`src/logic/fnv_regs.svh`:
```
// Constants for the flash map and configuration page loader
`ifndef FNV_REGS_SVH
`define FNV_REGS_SVH
`define FNV_CODE_PAGES      6'h20
`define FNV_PAGE_BYTES      16'h0200
`define FNV_CFG_BYTES       16'h0200
`define FNV_EXT0_MCU        16'hfa00
`define FNV_EXT1_MCU        16'hfb00
`define FNV_NRM0_MCU        16'hfc00
`define FNV_NRM1_MCU        16'hfe00
`define FNV_NRM0_SPI        16'h4400
`define FNV_NRM1_SPI        16'h4600
`define FNV_EXT0_PAGE       6'h20
`define FNV_EXT1_PAGE       6'h21
`define FNV_NRM0_PAGE       6'h22
`define FNV_NRM1_PAGE       6'h23
`define FNV_OFS_UNPROT      9'h020
`define FNV_OFS_RDIS        9'h023
`define FNV_OFS_DEBUG       9'h024
`define FNV_ERASED          8'hff
`define FNV_TOP_FIRST       16'hfff0
`define FNV_TOP_COUNT       5'h10
`endif

```
`src/logic/fnv_pkg.sv`:
```
// Types for the flash map and configuration page loader
`default_nettype none
package fnv_pkg;
  typedef enum logic [2:0] {
    ST_CFG_COUNT, ST_CFG_RDIS, ST_CFG_DEBUG, ST_TOP_SCAN, ST_TOP_LAST, ST_READY
  } fnv_boot_t;
endpackage : fnv_pkg
`default_nettype wire

```
`src/logic/fnv_flash_map.sv`:
```
// Flash map decode, boot load of configuration, and access gating
`include "fnv_regs.svh"
`default_nettype none
module fnv_flash_map (
  // Clock and reset
  input  wire logic        clk,
  input  wire logic        reset_n,
  // Flash array read port used during boot
  output logic             bootRead,
  output logic             bootCfgSel,
  output logic [15:0]      bootAddr,
  input  wire logic [7:0]  bootData,
  // MCU access request
  input  wire logic        mcuReq,
  input  wire logic        mcuWrite,
  input  wire logic        mcuErase,
  input  wire logic        mcuDataSpace,
  input  wire logic [15:0] mcuAddr,
  input  wire logic [5:0]  mcuErasePage,
  output logic             mcuGrant,
  output logic             mcuInData,
  output logic [5:0]       mcuPage,
  // SPI access request
  input  wire logic        spiReq,
  input  wire logic        spiRead,
  input  wire logic        spiErase,
  input  wire logic        spiCfgSel,
  input  wire logic [15:0] spiAddr,
  input  wire logic [5:0]  spiErasePage,
  input  wire logic        spiDisableCmd,
  input  wire logic        spiEraseAllCmd,
  output logic             spiGrant,
  output logic [5:0]       spiPage,
  // Configuration state
  output logic             ready,
  output logic [7:0]       unprotectedPageCount,
  output logic             readbackDisabled,
  output logic             hwDebugEnable,
  output logic             protectedStartSelect,
  output logic [15:0]      startAddr
);

  fnv_pkg::fnv_boot_t state;          // Boot sequencer state
  logic [3:0]         scanIdx;        // Index into top 16 data bytes
  logic               parity;         // Running parity of top bytes
  logic [7:0]         rdisByte;       // Loaded readback-disable byte
  logic               disableUsed;    // One-shot of the disable command

  // Boot timeline after reset release, one read per clock:
  //   cycle 0      configuration offset 0x020, unprotected page count
  //   cycle 1      count captured, offset 0x023 readback-disable byte
  //   cycle 2      disable byte captured, offset 0x024 debug byte
  //   cycle 3..18  top sixteen data bytes, 0xfff0 up to 0xffff
  //   cycle 19     last data byte arrives, array port idle
  //   cycle 20     ready set, start address and start select settle
  // The array answers one clock after the address, so every capture
  // runs one state behind the read that fed it.
  // Requests seen before ready are refused on both ports; this keeps
  // the protection split and readback gate from acting on reset values.
  // Trade-off: a plain counter sequencer costs twenty cycles per reset,
  // which is far below any boot budget and needs no buffer.
  // Limitation: configuration is only read at reset; a later change to
  // the stored page has no effect until the next reset.
  // The debug byte capture shares the first scan cycle, because that is
  // where its data arrives; the parity skips that cycle for the same reason.
  // Hazard: any extra wait state in the array would shift every capture,
  // so the array must answer in exactly one cycle.

  // Page number of a code address; code pages are 512 bytes
  function automatic logic [5:0] codePage(input logic [15:0] a);
    codePage = {1'b0, a[13:9]};
  endfunction : codePage

  // True when the code page lies in the MCU-protected area
  function automatic logic isProtected(input logic [5:0] p, input logic [7:0] n);
    isProtected = (n < 8'(`FNV_CODE_PAGES)) && ({2'b00, p} >= n);
  endfunction : isProtected

  // Boot sequencer: read config bytes, then parity over top of data memory
  always_ff @(posedge clk or negedge reset_n) begin
    if (!reset_n) begin
      state <= fnv_pkg::ST_CFG_COUNT;
      scanIdx <= 4'h0;
    end else begin
      unique case (state)
        fnv_pkg::ST_CFG_COUNT: state <= fnv_pkg::ST_CFG_RDIS;
        fnv_pkg::ST_CFG_RDIS:  state <= fnv_pkg::ST_CFG_DEBUG;
        fnv_pkg::ST_CFG_DEBUG: state <= fnv_pkg::ST_TOP_SCAN;
        fnv_pkg::ST_TOP_SCAN: begin
          scanIdx <= scanIdx + 4'h1;
          if (scanIdx == 4'hf) begin
            state <= fnv_pkg::ST_TOP_LAST;
          end
        end
        fnv_pkg::ST_TOP_LAST: state <= fnv_pkg::ST_READY;
        fnv_pkg::ST_READY:    state <= fnv_pkg::ST_READY;
        default:              state <= fnv_pkg::ST_CFG_COUNT;
      endcase
    end
  end

  // Boot read address; array data returns one cycle after the address
  always_comb begin
    bootRead = (state != fnv_pkg::ST_READY) && (state != fnv_pkg::ST_TOP_LAST);
    bootCfgSel = 1'b0;
    bootAddr = 16'h0000;
    unique case (state)
      fnv_pkg::ST_CFG_COUNT: begin
        bootCfgSel = 1'b1;
        bootAddr = {7'h00, `FNV_OFS_UNPROT};
      end
      fnv_pkg::ST_CFG_RDIS: begin
        bootCfgSel = 1'b1;
        bootAddr = {7'h00, `FNV_OFS_RDIS};
      end
      fnv_pkg::ST_CFG_DEBUG: begin
        bootCfgSel = 1'b1;
        bootAddr = {7'h00, `FNV_OFS_DEBUG};
      end
      fnv_pkg::ST_TOP_SCAN: bootAddr = `FNV_TOP_FIRST + {12'h000, scanIdx};
      default: bootAddr = 16'h0000;
    endcase
  end

  // Capture of configuration bytes one cycle after each read
  always_ff @(posedge clk or negedge reset_n) begin
    if (!reset_n) begin
      unprotectedPageCount <= `FNV_ERASED;
      rdisByte <= `FNV_ERASED;
      hwDebugEnable <= 1'b0;
    end else begin
      if (state == fnv_pkg::ST_CFG_RDIS) begin
        unprotectedPageCount <= bootData;
      end
      if (state == fnv_pkg::ST_CFG_DEBUG) begin
        rdisByte <= bootData;
      end
      if (state == fnv_pkg::ST_TOP_SCAN && scanIdx == 4'h0) begin
        hwDebugEnable <= (bootData != `FNV_ERASED);
      end
    end
  end

  // Parity over top 16 data bytes; first scan cycle carries the debug byte
  always_ff @(posedge clk or negedge reset_n) begin
    if (!reset_n) begin
      parity <= 1'b0;
      protectedStartSelect <= 1'b0;
    end else begin
      if (state == fnv_pkg::ST_TOP_SCAN && scanIdx != 4'h0) begin
        parity <= parity ^ (^bootData);
      end
      if (state == fnv_pkg::ST_TOP_LAST) begin
        protectedStartSelect <= parity ^ (^bootData);
      end
    end
  end

  // Readback gate notes:
  //   Two sources can close external main-block access: the stored byte
  //   loaded at boot, and the dedicated disable command seen since then.
  //   The command is accepted only once boot is complete, so a command
  //   racing the boot read is ignored and leaves the gate as loaded.
  //   Erase-all clears the command latch and takes priority when both
  //   arrive together; the stored byte itself is erased by the array, so
  //   its effect ends at the next reset.
  //   Limitation: between erase-all and the next reset a stored non-erased
  //   byte still holds the gate closed; hosts should reset after erase-all.
  //   Configuration page reads stay open so a host can inspect the setup.
  //   Trade-off: the gate is a combinational OR of two flops, so it follows
  //   the command one cycle after its edge with no extra register.
  // Readback-disable one-shot; erase-all wins and restores erased state
  always_ff @(posedge clk or negedge reset_n) begin
    if (!reset_n) begin
      disableUsed <= 1'b0;
    end else if (spiEraseAllCmd) begin
      disableUsed <= 1'b0;
    end else if (spiDisableCmd && state == fnv_pkg::ST_READY) begin
      disableUsed <= 1'b1;
    end
  end

  // Disable holds if loaded non-erased or set by command since boot
  always_comb begin
    readbackDisabled = (rdisByte != `FNV_ERASED) || disableUsed;
  end

  // Ready flag and start address; protected start only if split active
  always_ff @(posedge clk or negedge reset_n) begin
    if (!reset_n) begin
      ready <= 1'b0;
      startAddr <= 16'h0000;
    end else if (state == fnv_pkg::ST_TOP_LAST) begin
      ready <= 1'b1;
      if ((parity ^ (^bootData)) && unprotectedPageCount < 8'(`FNV_CODE_PAGES)) begin
        startAddr <= {unprotectedPageCount[6:0], 9'h000};
      end else begin
        startAddr <= 16'h0000;
      end
    end
  end

  // MCU port notes:
  //   Data space addresses from 0xfa00 upward select the four data pages;
  //   the two extended pages are 256 bytes, the two normal ones 512 bytes.
  //   Code addresses use bits 13 to 9 as the page number, 32 pages in all.
  //   Erase requests carry the page number directly; only data pages and
  //   unprotected code pages are accepted from the processor.
  //   Writes and erases into the protected upper code area are refused
  //   quietly; reads there are always granted, since protection only
  //   guards against processor modification.
  //   Hazard: software must select data space for data page access, or the
  //   address is decoded as a code page and checked against the split.
  //   Page numbers above 35 are never granted for an erase.
  //   All outputs of this decode are combinational and follow the inputs
  //   in the same cycle; the requester samples them before the next edge.
  // MCU decode: data pages in data space, code pages elsewhere
  always_comb begin
    mcuInData = 1'b0;
    mcuPage = codePage(mcuAddr);
    mcuGrant = 1'b0;
    if (mcuErase) begin
      mcuPage = mcuErasePage;
      mcuInData = (mcuErasePage >= `FNV_EXT0_PAGE) && (mcuErasePage <= `FNV_NRM1_PAGE);
    end else if (mcuDataSpace && mcuAddr >= `FNV_EXT0_MCU) begin
      mcuInData = 1'b1;
      if (mcuAddr < `FNV_EXT1_MCU) mcuPage = `FNV_EXT0_PAGE;
      else if (mcuAddr < `FNV_NRM0_MCU) mcuPage = `FNV_EXT1_PAGE;
      else if (mcuAddr < `FNV_NRM1_MCU) mcuPage = `FNV_NRM0_PAGE;
      else mcuPage = `FNV_NRM1_PAGE;
    end
    if (mcuReq && ready) begin
      if ((mcuWrite || mcuErase) && !mcuInData) begin
        mcuGrant = !isProtected(mcuPage, unprotectedPageCount) && mcuPage < `FNV_CODE_PAGES;
      end else begin
        mcuGrant = mcuErase ? mcuInData : 1'b1;
      end
    end
  end

  // SPI port notes:
  //   The host sees the code area at 0x0000 to 0x3fff and the two normal
  //   data pages at 0x4400 and 0x4600; the extended pages have no host
  //   address and their erase numbers are refused.
  //   Protection of the code split does not apply to the host, which may
  //   read, erase and write protected pages while the gate is open.
  //   Configuration selects target the separate page; reads there are
  //   always granted once boot has finished.
  //   Limitation: code addresses between 0x4000 and 0x43ff alias onto code
  //   pages by their low bits; hosts must stay inside the documented map.
  //   Grant is combinational and holds only while the request holds.
  // SPI decode: normal data pages visible, extended pages never
  always_comb begin
    spiPage = spiErase ? spiErasePage : codePage(spiAddr);
    spiGrant = 1'b0;
    if (!spiErase && spiAddr >= `FNV_NRM0_SPI && spiAddr < `FNV_NRM1_SPI + `FNV_PAGE_BYTES) begin
      spiPage = (spiAddr < `FNV_NRM1_SPI) ? `FNV_NRM0_PAGE : `FNV_NRM1_PAGE;
    end
    if (spiReq && ready) begin
      if (spiCfgSel) begin
        spiGrant = spiRead || !readbackDisabled;
      end else if (spiPage == `FNV_EXT0_PAGE || spiPage == `FNV_EXT1_PAGE) begin
        spiGrant = 1'b0;
      end else if (spiPage > `FNV_NRM1_PAGE) begin
        spiGrant = 1'b0;
      end else begin
        spiGrant = !readbackDisabled;
      end
    end
  end

endmodule : fnv_flash_map
`default_nettype wire

```
`config.mk`:
```
export PLATFORM = sky130hd
export DESIGN_NAME = fnv_flash_map
export DESIGN_NICKNAME = d
export VERILOG_FILES = /design/src/logic/fnv_pkg.sv /design/src/logic/fnv_flash_map.sv
export VERILOG_INCLUDE_DIRS = /design/src /design/src/logic
export SDC_FILE = /design/constraint.sdc
export NUM_CORES = 1
export LEC_CHECK = 0
export ABC_AREA = 1
export BUFFER_PORTS_ARGS = -buffer_cell sky130_fd_sc_hd__buf_2
export CORE_ASPECT_RATIO = 1.75
export CORE_UTILIZATION = 48
export CTS_CLUSTER_SIZE = 12
export DETAILED_ROUTE_END_ITERATION = 6
export GPL_TIMING_DRIVEN = 0
export PLACE_DENSITY = 0.87
export RECOVER_POWER = 25
export SLEW_MARGIN = 20
export SYNTH_ARGS = -nofsm -noshare
export SYNTH_HDL_FRONTEND = slang
export SYNTH_SLANG_ARGS = --single-unit
```
`constraint.sdc`:
```
create_clock -name clk -period 4.7 [get_ports clk]
set_input_delay 0.705 -clock clk [delete_from_list [all_inputs] [get_ports clk]]
set_output_delay 0.705 -clock clk [all_outputs]
set_load 0.01 [all_outputs]
```
==> results of run 1 <==
-- Yosys cell counts, types with 2 or more instances --
| cell type | instances |
|---|---|
| a21oi_1 | 8 |
| dfrtp_1 | 19 |
| a31oi_1 | 4 |
| nand4_1 | 5 |
| nand3_1 | 15 |
| xnor2_1 | 2 |
| inv_2 | 2 |
| nand2_2 | 4 |
| nor3_1 | 2 |
| nor2_1 | 30 |
| ha_1 | 12 |
| o21ai_0 | 23 |
| buf_4 | 20 |
| xor2_1 | 4 |
| or2_2 | 2 |
| o21ai_1 | 7 |
| dfstp_2 | 16 |
| inv_1 | 49 |
| clkbuf_2 | 2 |
| o21a_1 | 3 |
| nand2_1 | 49 |
-- registers in the layout, indices dropped and copies added, names as in the netlist --
signal,cells
disableUsed,1
state,3
hwDebugEnable,1
parity,1
ready,1
startAddr,7
rdisByte,8
unprotectedPageCount,8
protectedStartSelect,1
scanIdx,4
-- stage by stage --
stage / util (%) / worst slack (ns) / std cells / area, um^2
global placement: 64.0 / 1.59 / 449 / 2840
finish: 65.6 / 1.57 / 457 / 2920
CTS: 65.8 / 1.56 / 457 / 2920
detailed placement: 64.0 / 1.57 / 449 / 2840
floorplan: - / 1.74 / 300 / 2290
global route: 65.6 / 1.39 / 457 / 2920
-- final timing paths --
| path | start | end | slack [ns] | cells after the start |
|---|---|---|---|---|
| setup / recovery | mcuAddr[10] | mcuGrant | 1.57 | 16 |
| hold / removal | unprotectedPageCount[2] | unprotectedPageCount[2] | 0.48 | 2 |
| setup reg to reg | state[0] | scanIdx[3] | 3.23 | 6 |
| hold reg to reg | unprotectedPageCount[2] | unprotectedPageCount[2] | 0.48 | 2 |
| max in group asynchronous | reset_n | startAddr[10] | 2.75 | 1 |
| min in group asynchronous | reset_n | scanIdx[0] | 0.91 | 1 |
-- tightest hold or removal path, delay by kind of cell, from the launching register on --
kind	cells	cell delay, ns
flops	1	0.38
compound gates	1	0.05
simple gates	1	0.05
-- kinds of logic after synthesis --
group / synth area share [%]
mux: 0.499
flops: 39.7
compound gates: 11.6
xor+xnor: 2.33
other cells: 0.166
simple gates: 22.2
buf+inv: 16.9
fa+ha+maj: 6.65
-- power by group through the flow --
stage / Clock [mW] / Sequential [mW] / Combinational (mW)
after floorplan: 0 / 0.346 / 0.0945
after global placement: 0 / 0.341 / 0.159
after detailed placement: 0 / 0.343 / 0.166
after CTS: 0.211 / 0.338 / 0.168
after global routing: 0.223 / 0.340 / 0.189
final: 0.206 / 0.338 / 0.167
-- layer usage --
layer	GRT usage, %	vias up	share of wire [%]
met4	7.89	0	1.5
li1	-	1122	-
met1	20.5	1002	35
met5	0	-	0
met2	44.8	97	56
met3	3.28	5	7.2
-- layout by cell type (no fill, tap or decap) --
cell type,synthesis,final
buf_2,1,98
nand2_1,49,50
inv_1,49,49
nor2_1,30,30
o21ai_0,23,23
buf_4,20,20
dfrtp_1,19,19
dfstp_2,16,16
nand3_1,15,15
ha_1,12,12
conb_1,1,9
a21oi_1,8,8
o21ai_1,7,7
nand4_1,5,5
clkbuf_8,0,5
nand2_2,4,4
xor2_1,4,4
a31oi_1,4,4
o21a_1,3,3
clkbuf_1,0,3
nor3_1,2,2
inv_2,2,2
clkbuf_2,2,2
or2_2,2,2
xnor2_1,2,2
clkinv_2,1,2
mux2_2,1,1
o211ai_1,1,1
nor2_4,1,1
inv_6,1,1
buf_6,1,1
o21ai_2,1,1
o21bai_1,1,1
or2_1,1,1
nor3_4,1,1
and3_1,1,1
-- cell type report --
| cell class | instances | share of cell area [%] |
|---|---|---|
| Buffer | 24 | 6.05 |
| Clock inverter | 1 | 0.172 |
| Multi-Input combinational cell | 188 | 34.4 |
| Tap cell | 51 | 2.19 |
| Inverter | 53 | 7.04 |
| Sequential cell | 35 | 30.7 |
| Clock buffer | 7 | 2.62 |
| Timing Repair Buffer | 98 | 16.8 |
==> summary.md, run 1 <==
| Metric | Value |
|---|---|
| Setup TNS Final | `0 ns` |
| Static leakage | `roughly 1.7 nW` |
| Comb pwr share | `between 20% and 30%` |
| Nets@finish | `between 400 and 500` |
| Buffers added on ports | `~100` |
| # H-tree levels | `2` |
| Die X | `53.9 um` |
| CP max stage cell | `ha_1` |
| Vias in the first global route | `just over 2000` |
| First-pass GRT wire length | `~8100 um` |
| # setup viols final | `0` |
| Unrepaired setup endpoints after global routing | `no` |
| # clock sinks | `35` |
| WP data required | `between 3 and 4 ns` |
| Drt drc | `0` |
| Post-CTS Setup Bufs | `0` |
| Most common cell on crit path | `nand2_1` |
| Ratio of cells with drive above 1 in the final layout | `between 30 and 40%` |
| Final period utilization | `66.7%` |
| Fmax | `~320 MHz` |
| Slew @ Worst Pin | `around 1.8 ns` |
| CTS buffer count | `5` |
| Layout fillers | `412` |
| Cell variety after synth | `35` |
| Worst path top cell family by delay | `simple AND/OR/NAND/NOR gates` |
| Top cell type by total area after synthesis | `dfrtp_1` |
| FF+latch count, synth | `35` |
| Critical Path AT | `between 2 and 2.5 ns` |
| GRT Util Overall | `22.4%` |
| Gpl congestion | `between 0.7 and 0.8` |
| Starting density of the core | `about 50%` |
| Clock Pin Slew Worst Setup and Hold Paths | `roughly 0.07 ns` |
| Synthesized cell area | `approximately 2300 um^2` |
| Critical path's largest stage delay | `slightly below 0.3 ns` |
| Max rail drop VDD | `0.198 mV` |
| Average cell area after synthesis | `roughly 7.7 um^2` |
| Reg power frac | `between 40 and 50%` |
| Worst Hold Class | `reg -> reg` |
| Drt first-iter violations | `29` |
| Die area | `between 4000 and 5000 um^2` |
| Vias per cell | `between 4 and 5` |
| CTS max path bufs | `2` |
| CP Class | `in -> out` |
| Clock network fraction of design power | `about 29%` |
| Status | `finished with violations` |
| Synthesis-to-finish area growth | `29.1%` |
| Pwr Density | `around 240 nW/um^2` |
| GR Overflow Total | `0` |
| Post-synth EDFFs | `0` |
| Site Rows | `32` |
| I/O pin count | `around 130` |
| Core area | `about 4400 um^2` |
| Total net switching power | `211 uW` |
| CTS tree | `done` |
| Total Routed Length | `between 5000 and 6000 um` |
| Pint | `between 400 and 500 uW` |
| First-pass DRT Iterations | `5` |
| # hold bufs at CTS | `0` |
| Clock root buffer | `clkbuf_8` |
| Wire per inst | `11.7 um` |
| Crit-path cells | `buf_2 -> o21ai_0 -> nor2_1 -> nand3_1 -> o21a_1 -> o21ai_0 -> inv_1 -> ha_1 -> nand2_1 -> nor2_1 -> nand2_1 -> nand3_1 -> nand2_1 -> nand2_1 -> a21oi_1 -> buf_2` |
| Post-synthesis sequential area ratio | `around 40%` |
| Die Span Y | `approximately 93 um` |
| Final hold violation count | `0` |
| Tmin final | `roughly 3.1 ns` |
| CP max FO | `3` |
| Area of the multi-input gates | `about 1000 um^2` |
| Slew HR | `-21.3%` |
| Initial antenna violation count | `0` |
| Via Count | `between 2000 and 2500` |
| Largest cells by area after synthesis | `dfrtp_1 21%, dfstp_2 19%, inv_1 8.1%` |
| Max-Cap Viols | `1` |
| Dpl hpwl | `4440 um` |
| Crit end category | `primary output` |
| Pins over their slew limit | `36` |
| Worst hold slack | `between 0.4 and 0.5 ns` |
| Primary FF master, synth | `dfrtp_1` |
| CTS resizes | `0` |
| Largest net degree at the start of global routing | `36` |
| Routed Antenna Nets | `0` |
| Worst-Skew Late Latency | `0.28 ns` |
| Net Sw Frac | `between 20 and 30%` |
| Cells after synthesis | `292` |
| Startpoint types | `input port` |
| Failing checks | `capacitance limit, slew limit` |
| # diodes | `0` |
| CP bufs+invs | `3` |
| Async SR Flop Fraction | `between 90% and 100%` |
| Sequential Area | `896 um^2` |
| Clk_skew | `around 0.0039 ns` |
| YS warnings | `0` |
| Top cell type's share of synthesized area | `about a fifth` |
| Overall Power | `about 700 uW` |
Note: power is estimated with default switching activity, not from simulation.
==> run 2, diff against run 1 <==
--- a/config.mk
+++ b/config.mk
@@ -9,11 +9,11 @@
 export ABC_AREA = 1
 export BUFFER_PORTS_ARGS = -buffer_cell sky130_fd_sc_hd__buf_2
 export CORE_ASPECT_RATIO = 1.75
-export CORE_UTILIZATION = 48
+export CORE_UTILIZATION = 40
 export CTS_CLUSTER_SIZE = 12
 export DETAILED_ROUTE_END_ITERATION = 6
 export GPL_TIMING_DRIVEN = 0
-export PLACE_DENSITY = 0.87
+export PLACE_DENSITY = 0.77
 export RECOVER_POWER = 25
 export SLEW_MARGIN = 20
 export SYNTH_ARGS = -nofsm -noshare
==> constraint.sdc (replaced) <==
create_clock -name clk -period 2.7 [get_ports clk]
set_input_delay 0.405 -clock clk [delete_from_list [all_inputs] [get_ports clk]]
set_output_delay 0.405 -clock clk [all_outputs]
set_load 0.01 [all_outputs]
==> run 2 against run 1 <==
  * The flow still finishes with violations (capacitance limit, slew limit)
  * First-iteration DRC count grew 130%
  * Clock skew increased by 0.0015 ns
  * Wire length rose by 1.8%
  * Combinational power is 73% higher
  * Final cell count rose by 5.0%
  * Clock power rose by 78%
  * Largest power group unchanged
==> summary.md, run 2 (synthesis gave the netlist of run 1 again) <==
| Metric | Value |
|---|---|
| Status | `finished with violations (unchanged)` |
| Failing checks | `capacitance limit, slew limit (unchanged)` |
| CTS resizes | `0 (unchanged)` |
| Final period utilization | `between 90% and 100%` |
| Tmin final | `roughly 2.5 ns` |
| Sequential Area | `896 um^2 (unchanged)` |
| Worst R2R Setup Slack | `1.35 ns (was 3.23 ns)` |
| Layout fillers | `537 (was 412)` |
| Startpoint types | `input port (unchanged)` |
| Clock network fraction of design power | `29.6% (was 29.0%)` |
| Fmax | `roughly 400 MHz` |
| Net Sw Frac | `30.1% (was 29.8%)` |
| WHS Path Cells | `2 (unchanged)` |
| Number of cells on the worst reg-to-reg path | `6 (unchanged)` |
| Crit-path cells | `buf_2 -> nand4_1 -> nor2_2 -> nand3_2 -> o21a_1 -> o21ai_1 -> inv_1 -> ha_1 -> nand2_1 -> nor2_1 -> nand2_1 -> nand3_1 -> nand2_1 -> nand2_1 -> a21oi_1 -> buf_2 (was buf_2 -> o21ai_0 -> nor2_1 -> nand3_1 -> o21a_1 -> o21ai_0 -> inv_1 -> ha_1 -> nand2_1 -> nor2_1 -> nand2_1 -> nand3_1 -> nand2_1 -> nand2_1 -> a21oi_1 -> buf_2)` |
| Buffers added on ports | `98 (unchanged)` |
| I/O pin count | `125 (unchanged)` |
| Top flop regs | `rdisByte x8, unprotectedPageCount x8, startAddr x7 (unchanged)` |
| Post-CTS Setup Bufs | `0 (unchanged)` |
| Wire per inst | `11.4 um (was 11.7 um)` |
| # setup viols final | `0 (unchanged)` |
| Slew @ Worst Pin | `1.82 ns (about the same)` |
| CP max stage cell | `ha_1 (unchanged)` |
| Crit end category | `primary output (unchanged)` |
| Initial antenna violation count | `0 (unchanged)` |
| CTS buffer count | `5 (unchanged)` |
| Die X | `58.8 um (was 53.9 um)` |
| Most frequent cells in the layout | `98 x buf_2, 49 x inv_1, 49 x nand2_1 (was 98 x buf_2, 50 x nand2_1, 49 x inv_1)` |
| Drt drc | `0 (unchanged)` |
| Reg power frac | `47.1% (was 47.5%)` |
| Routed Antenna Nets | `0 (unchanged)` |
| Max rail drop VDD | `0.212 mV (was 0.198 mV)` |
| Nets@finish | `481 (unchanged)` |
| Via Count | `2230 (was 2226)` |
| Clock root buffer | `clkbuf_8 (unchanged)` |
| Total net switching power | `373 uW (was 211 uW)` |
| Core area | `5340 um^2 (was 4440 um^2)` |
| Ratio of cells with drive above 1 in the final layout | `39.4% (was 38.7%)` |
| Worst-Skew Late Latency | `0.29 ns (was 0.28 ns)` |
| Clk_skew | `0.00534 ns (was 0.00389 ns)` |
| # hold bufs at CTS | `0 (unchanged)` |
| WP data required | `2.30 ns (was 3.99 ns)` |
| Vias per cell | `4.65 (was 4.87)` |
| Slack of the critical path | `0.227 ns (was 1.57 ns)` |
| Dpl hpwl | `4600 um (was 4440 um)` |
| Util after Layout | `55.4% (was 65.6%)` |
| Unrepaired setup endpoints after global routing | `no (unchanged)` |
| CP max FO | `3 (unchanged)` |
| Clock Pin Slew Worst Setup and Hold Paths | `0.07 ns (about the same)` |
| Site Rows | `35 (was 32)` |
| Overall Power | `1.24 mW (was 710 uW)` |
| Critical Path AT | `2.07 ns (was 2.43 ns)` |
| GRT Util Overall | `18.7% (was 22.4%)` |
| Area of the multi-input gates | `1020 um^2 (was 1000 um^2)` |
| Comb pwr share | `23.3% (was 23.5%)` |
| Pint | `869 uW (was 499 uW)` |
| Vias in the first global route | `2081 (was 2019)` |
| First-pass DRT Iterations | `4 (was 5)` |
| Max-Cap Viols | `1 (unchanged)` |
| HP Start | `spiEraseAllCmd (was unprotectedPageCount[2])` |
| Dpl ws | `0.160 ns (was 1.57 ns)` |
| GR Overflow Total | `0 (unchanged)` |
| Critical R2R Launch | `unprotectedPageCount[6] (was state[0])` |
| Pins over their slew limit | `36 (unchanged)` |
| Drt first-iter violations | `67 (was 29)` |
| Die area | `5960 um^2 (was 4990 um^2)` |
| # diodes | `0 (unchanged)` |
| CP Class | `in -> out (unchanged)` |
| Commonest non-fill, non-tap cell in the layout | `buf_2 (unchanged)` |
| Setup TNS Final | `0 ns (unchanged)` |
| Final hold violation count | `0 (unchanged)` |
| Starting density of the core | `42.3% (was 50.8%)` |
| First-pass GRT wire length | `8410 um (was 8100 um)` |
| Worst Hold Class | `in -> reg (was reg -> reg)` |
| Total Routed Length | `5460 um (was 5370 um)` |
| Synthesis-to-finish area growth | `31.0% (was 29.1%)` |
| Die Span Y | `101 um (was 92.7 um)` |
| # clock sinks | `35 (unchanged)` |
| Slew HR | `-21.3% (about the same)` |
| Worst hold slack | `0.259 ns (was 0.481 ns)` |
| # H-tree levels | `2 (unchanged)` |
| Hold path endpoint | `disableUsed (was unprotectedPageCount[2])` |
| Reg-to-Reg End | `startAddr[11] (was scanIdx[3])` |
| Gpl congestion | `0.785 (was 0.795)` |
| CTS tree | `done (unchanged)` |
| Pwr Density | `420 nW/um^2 (was 244 nW/um^2)` |
| Largest net degree at the start of global routing | `36 (unchanged)` |
| Critical path's largest stage delay | `0.28 ns (was 0.29 ns)` |
| Most common cell on crit path | `nand2_1 (unchanged)` |
| CTS max path bufs | `2 (unchanged)` |
| Static leakage | `1.73 nW (was 1.72 nW)` |
[run 2: changes by cell type in the layout (fill, tap and decap cells not counted)]
| cell | change |
|---|---|
| nor2_1 | -1 |
| o21ai_0 | -3 |
| o21ai_1 | +3 |
| nand3_1 | -1 |
| nand2_4 | +1 |
| nand2_1 | -1 |
| nor2_2 | +1 |
| nand3_2 | +1 |
[run 2: worst max-delay path by stage]
stage | startpoint | endpoint | slack, ns | depth (start not counted)
2_1_floorplan | mcuAddr[10] | mcuGrant | 0.34 | 14
3_3_place_gp | mcuAddr[10] | mcuGrant | 0.18 | 16
3_5_place_dp | mcuAddr[10] | mcuGrant | 0.16 | 16
4_1_cts | mcuAddr[10] | mcuGrant | 0.16 | 16
5_1_grt | mcuAddr[13] | mcuGrant | 0.02 | 16
6_report | mcuAddr[12] | mcuGrant | 0.23 | 16
[run 2: power groups by stage]
stage / registers (mW) / logic, mW / clock network [mW]
4_1_cts: 0.586 / 0.291 / 0.373
2_1_floorplan: 0.602 / 0.165 / 0
5_1_grt: 0.589 / 0.325 / 0.401
3_3_place_gp: 0.594 / 0.281 / 0
3_5_place_dp: 0.595 / 0.290 / 0
6_report: 0.586 / 0.289 / 0.367
[run 2: metal layers]
layer	vias to the layer above	GRT usage (%)	wire length [um]
li1	1120	-	-
met1	995	17.2	1870
met2	98	36.6	2970
met3	17	3.58	410
met4	0	10.3	208
met5	-	0	0
[run 2: layout make-up]
type	count	share of cell area (%)
multi-input cells	188	34.4
flip-flops and latches	35	30.3
repair buffers	98	16.5
inverters	53	6.93
plain buffers	24	5.96
well taps	74	3.13
clock buffers	7	2.58
clock inverters	1	0.169
[run 2: critical path: cells and delay by family]
family / cells / cell delay, ns
and+or+nand+nor: 9 / 0.70
AOI/OAI and AO/OA: 3 / 0.40
buffers and inverters: 3 / 0.29
adders and majority gates: 1 / 0.28
[run 2: stage by stage]
step | instance area, um^2 | std cells
6_report | 2960 | 480
5_1_grt | 2960 | 480
4_1_cts | 2950 | 480
3_5_place_dp | 2870 | 472
3_3_place_gp | 2870 | 472
2_1_floorplan | 2290 | 300
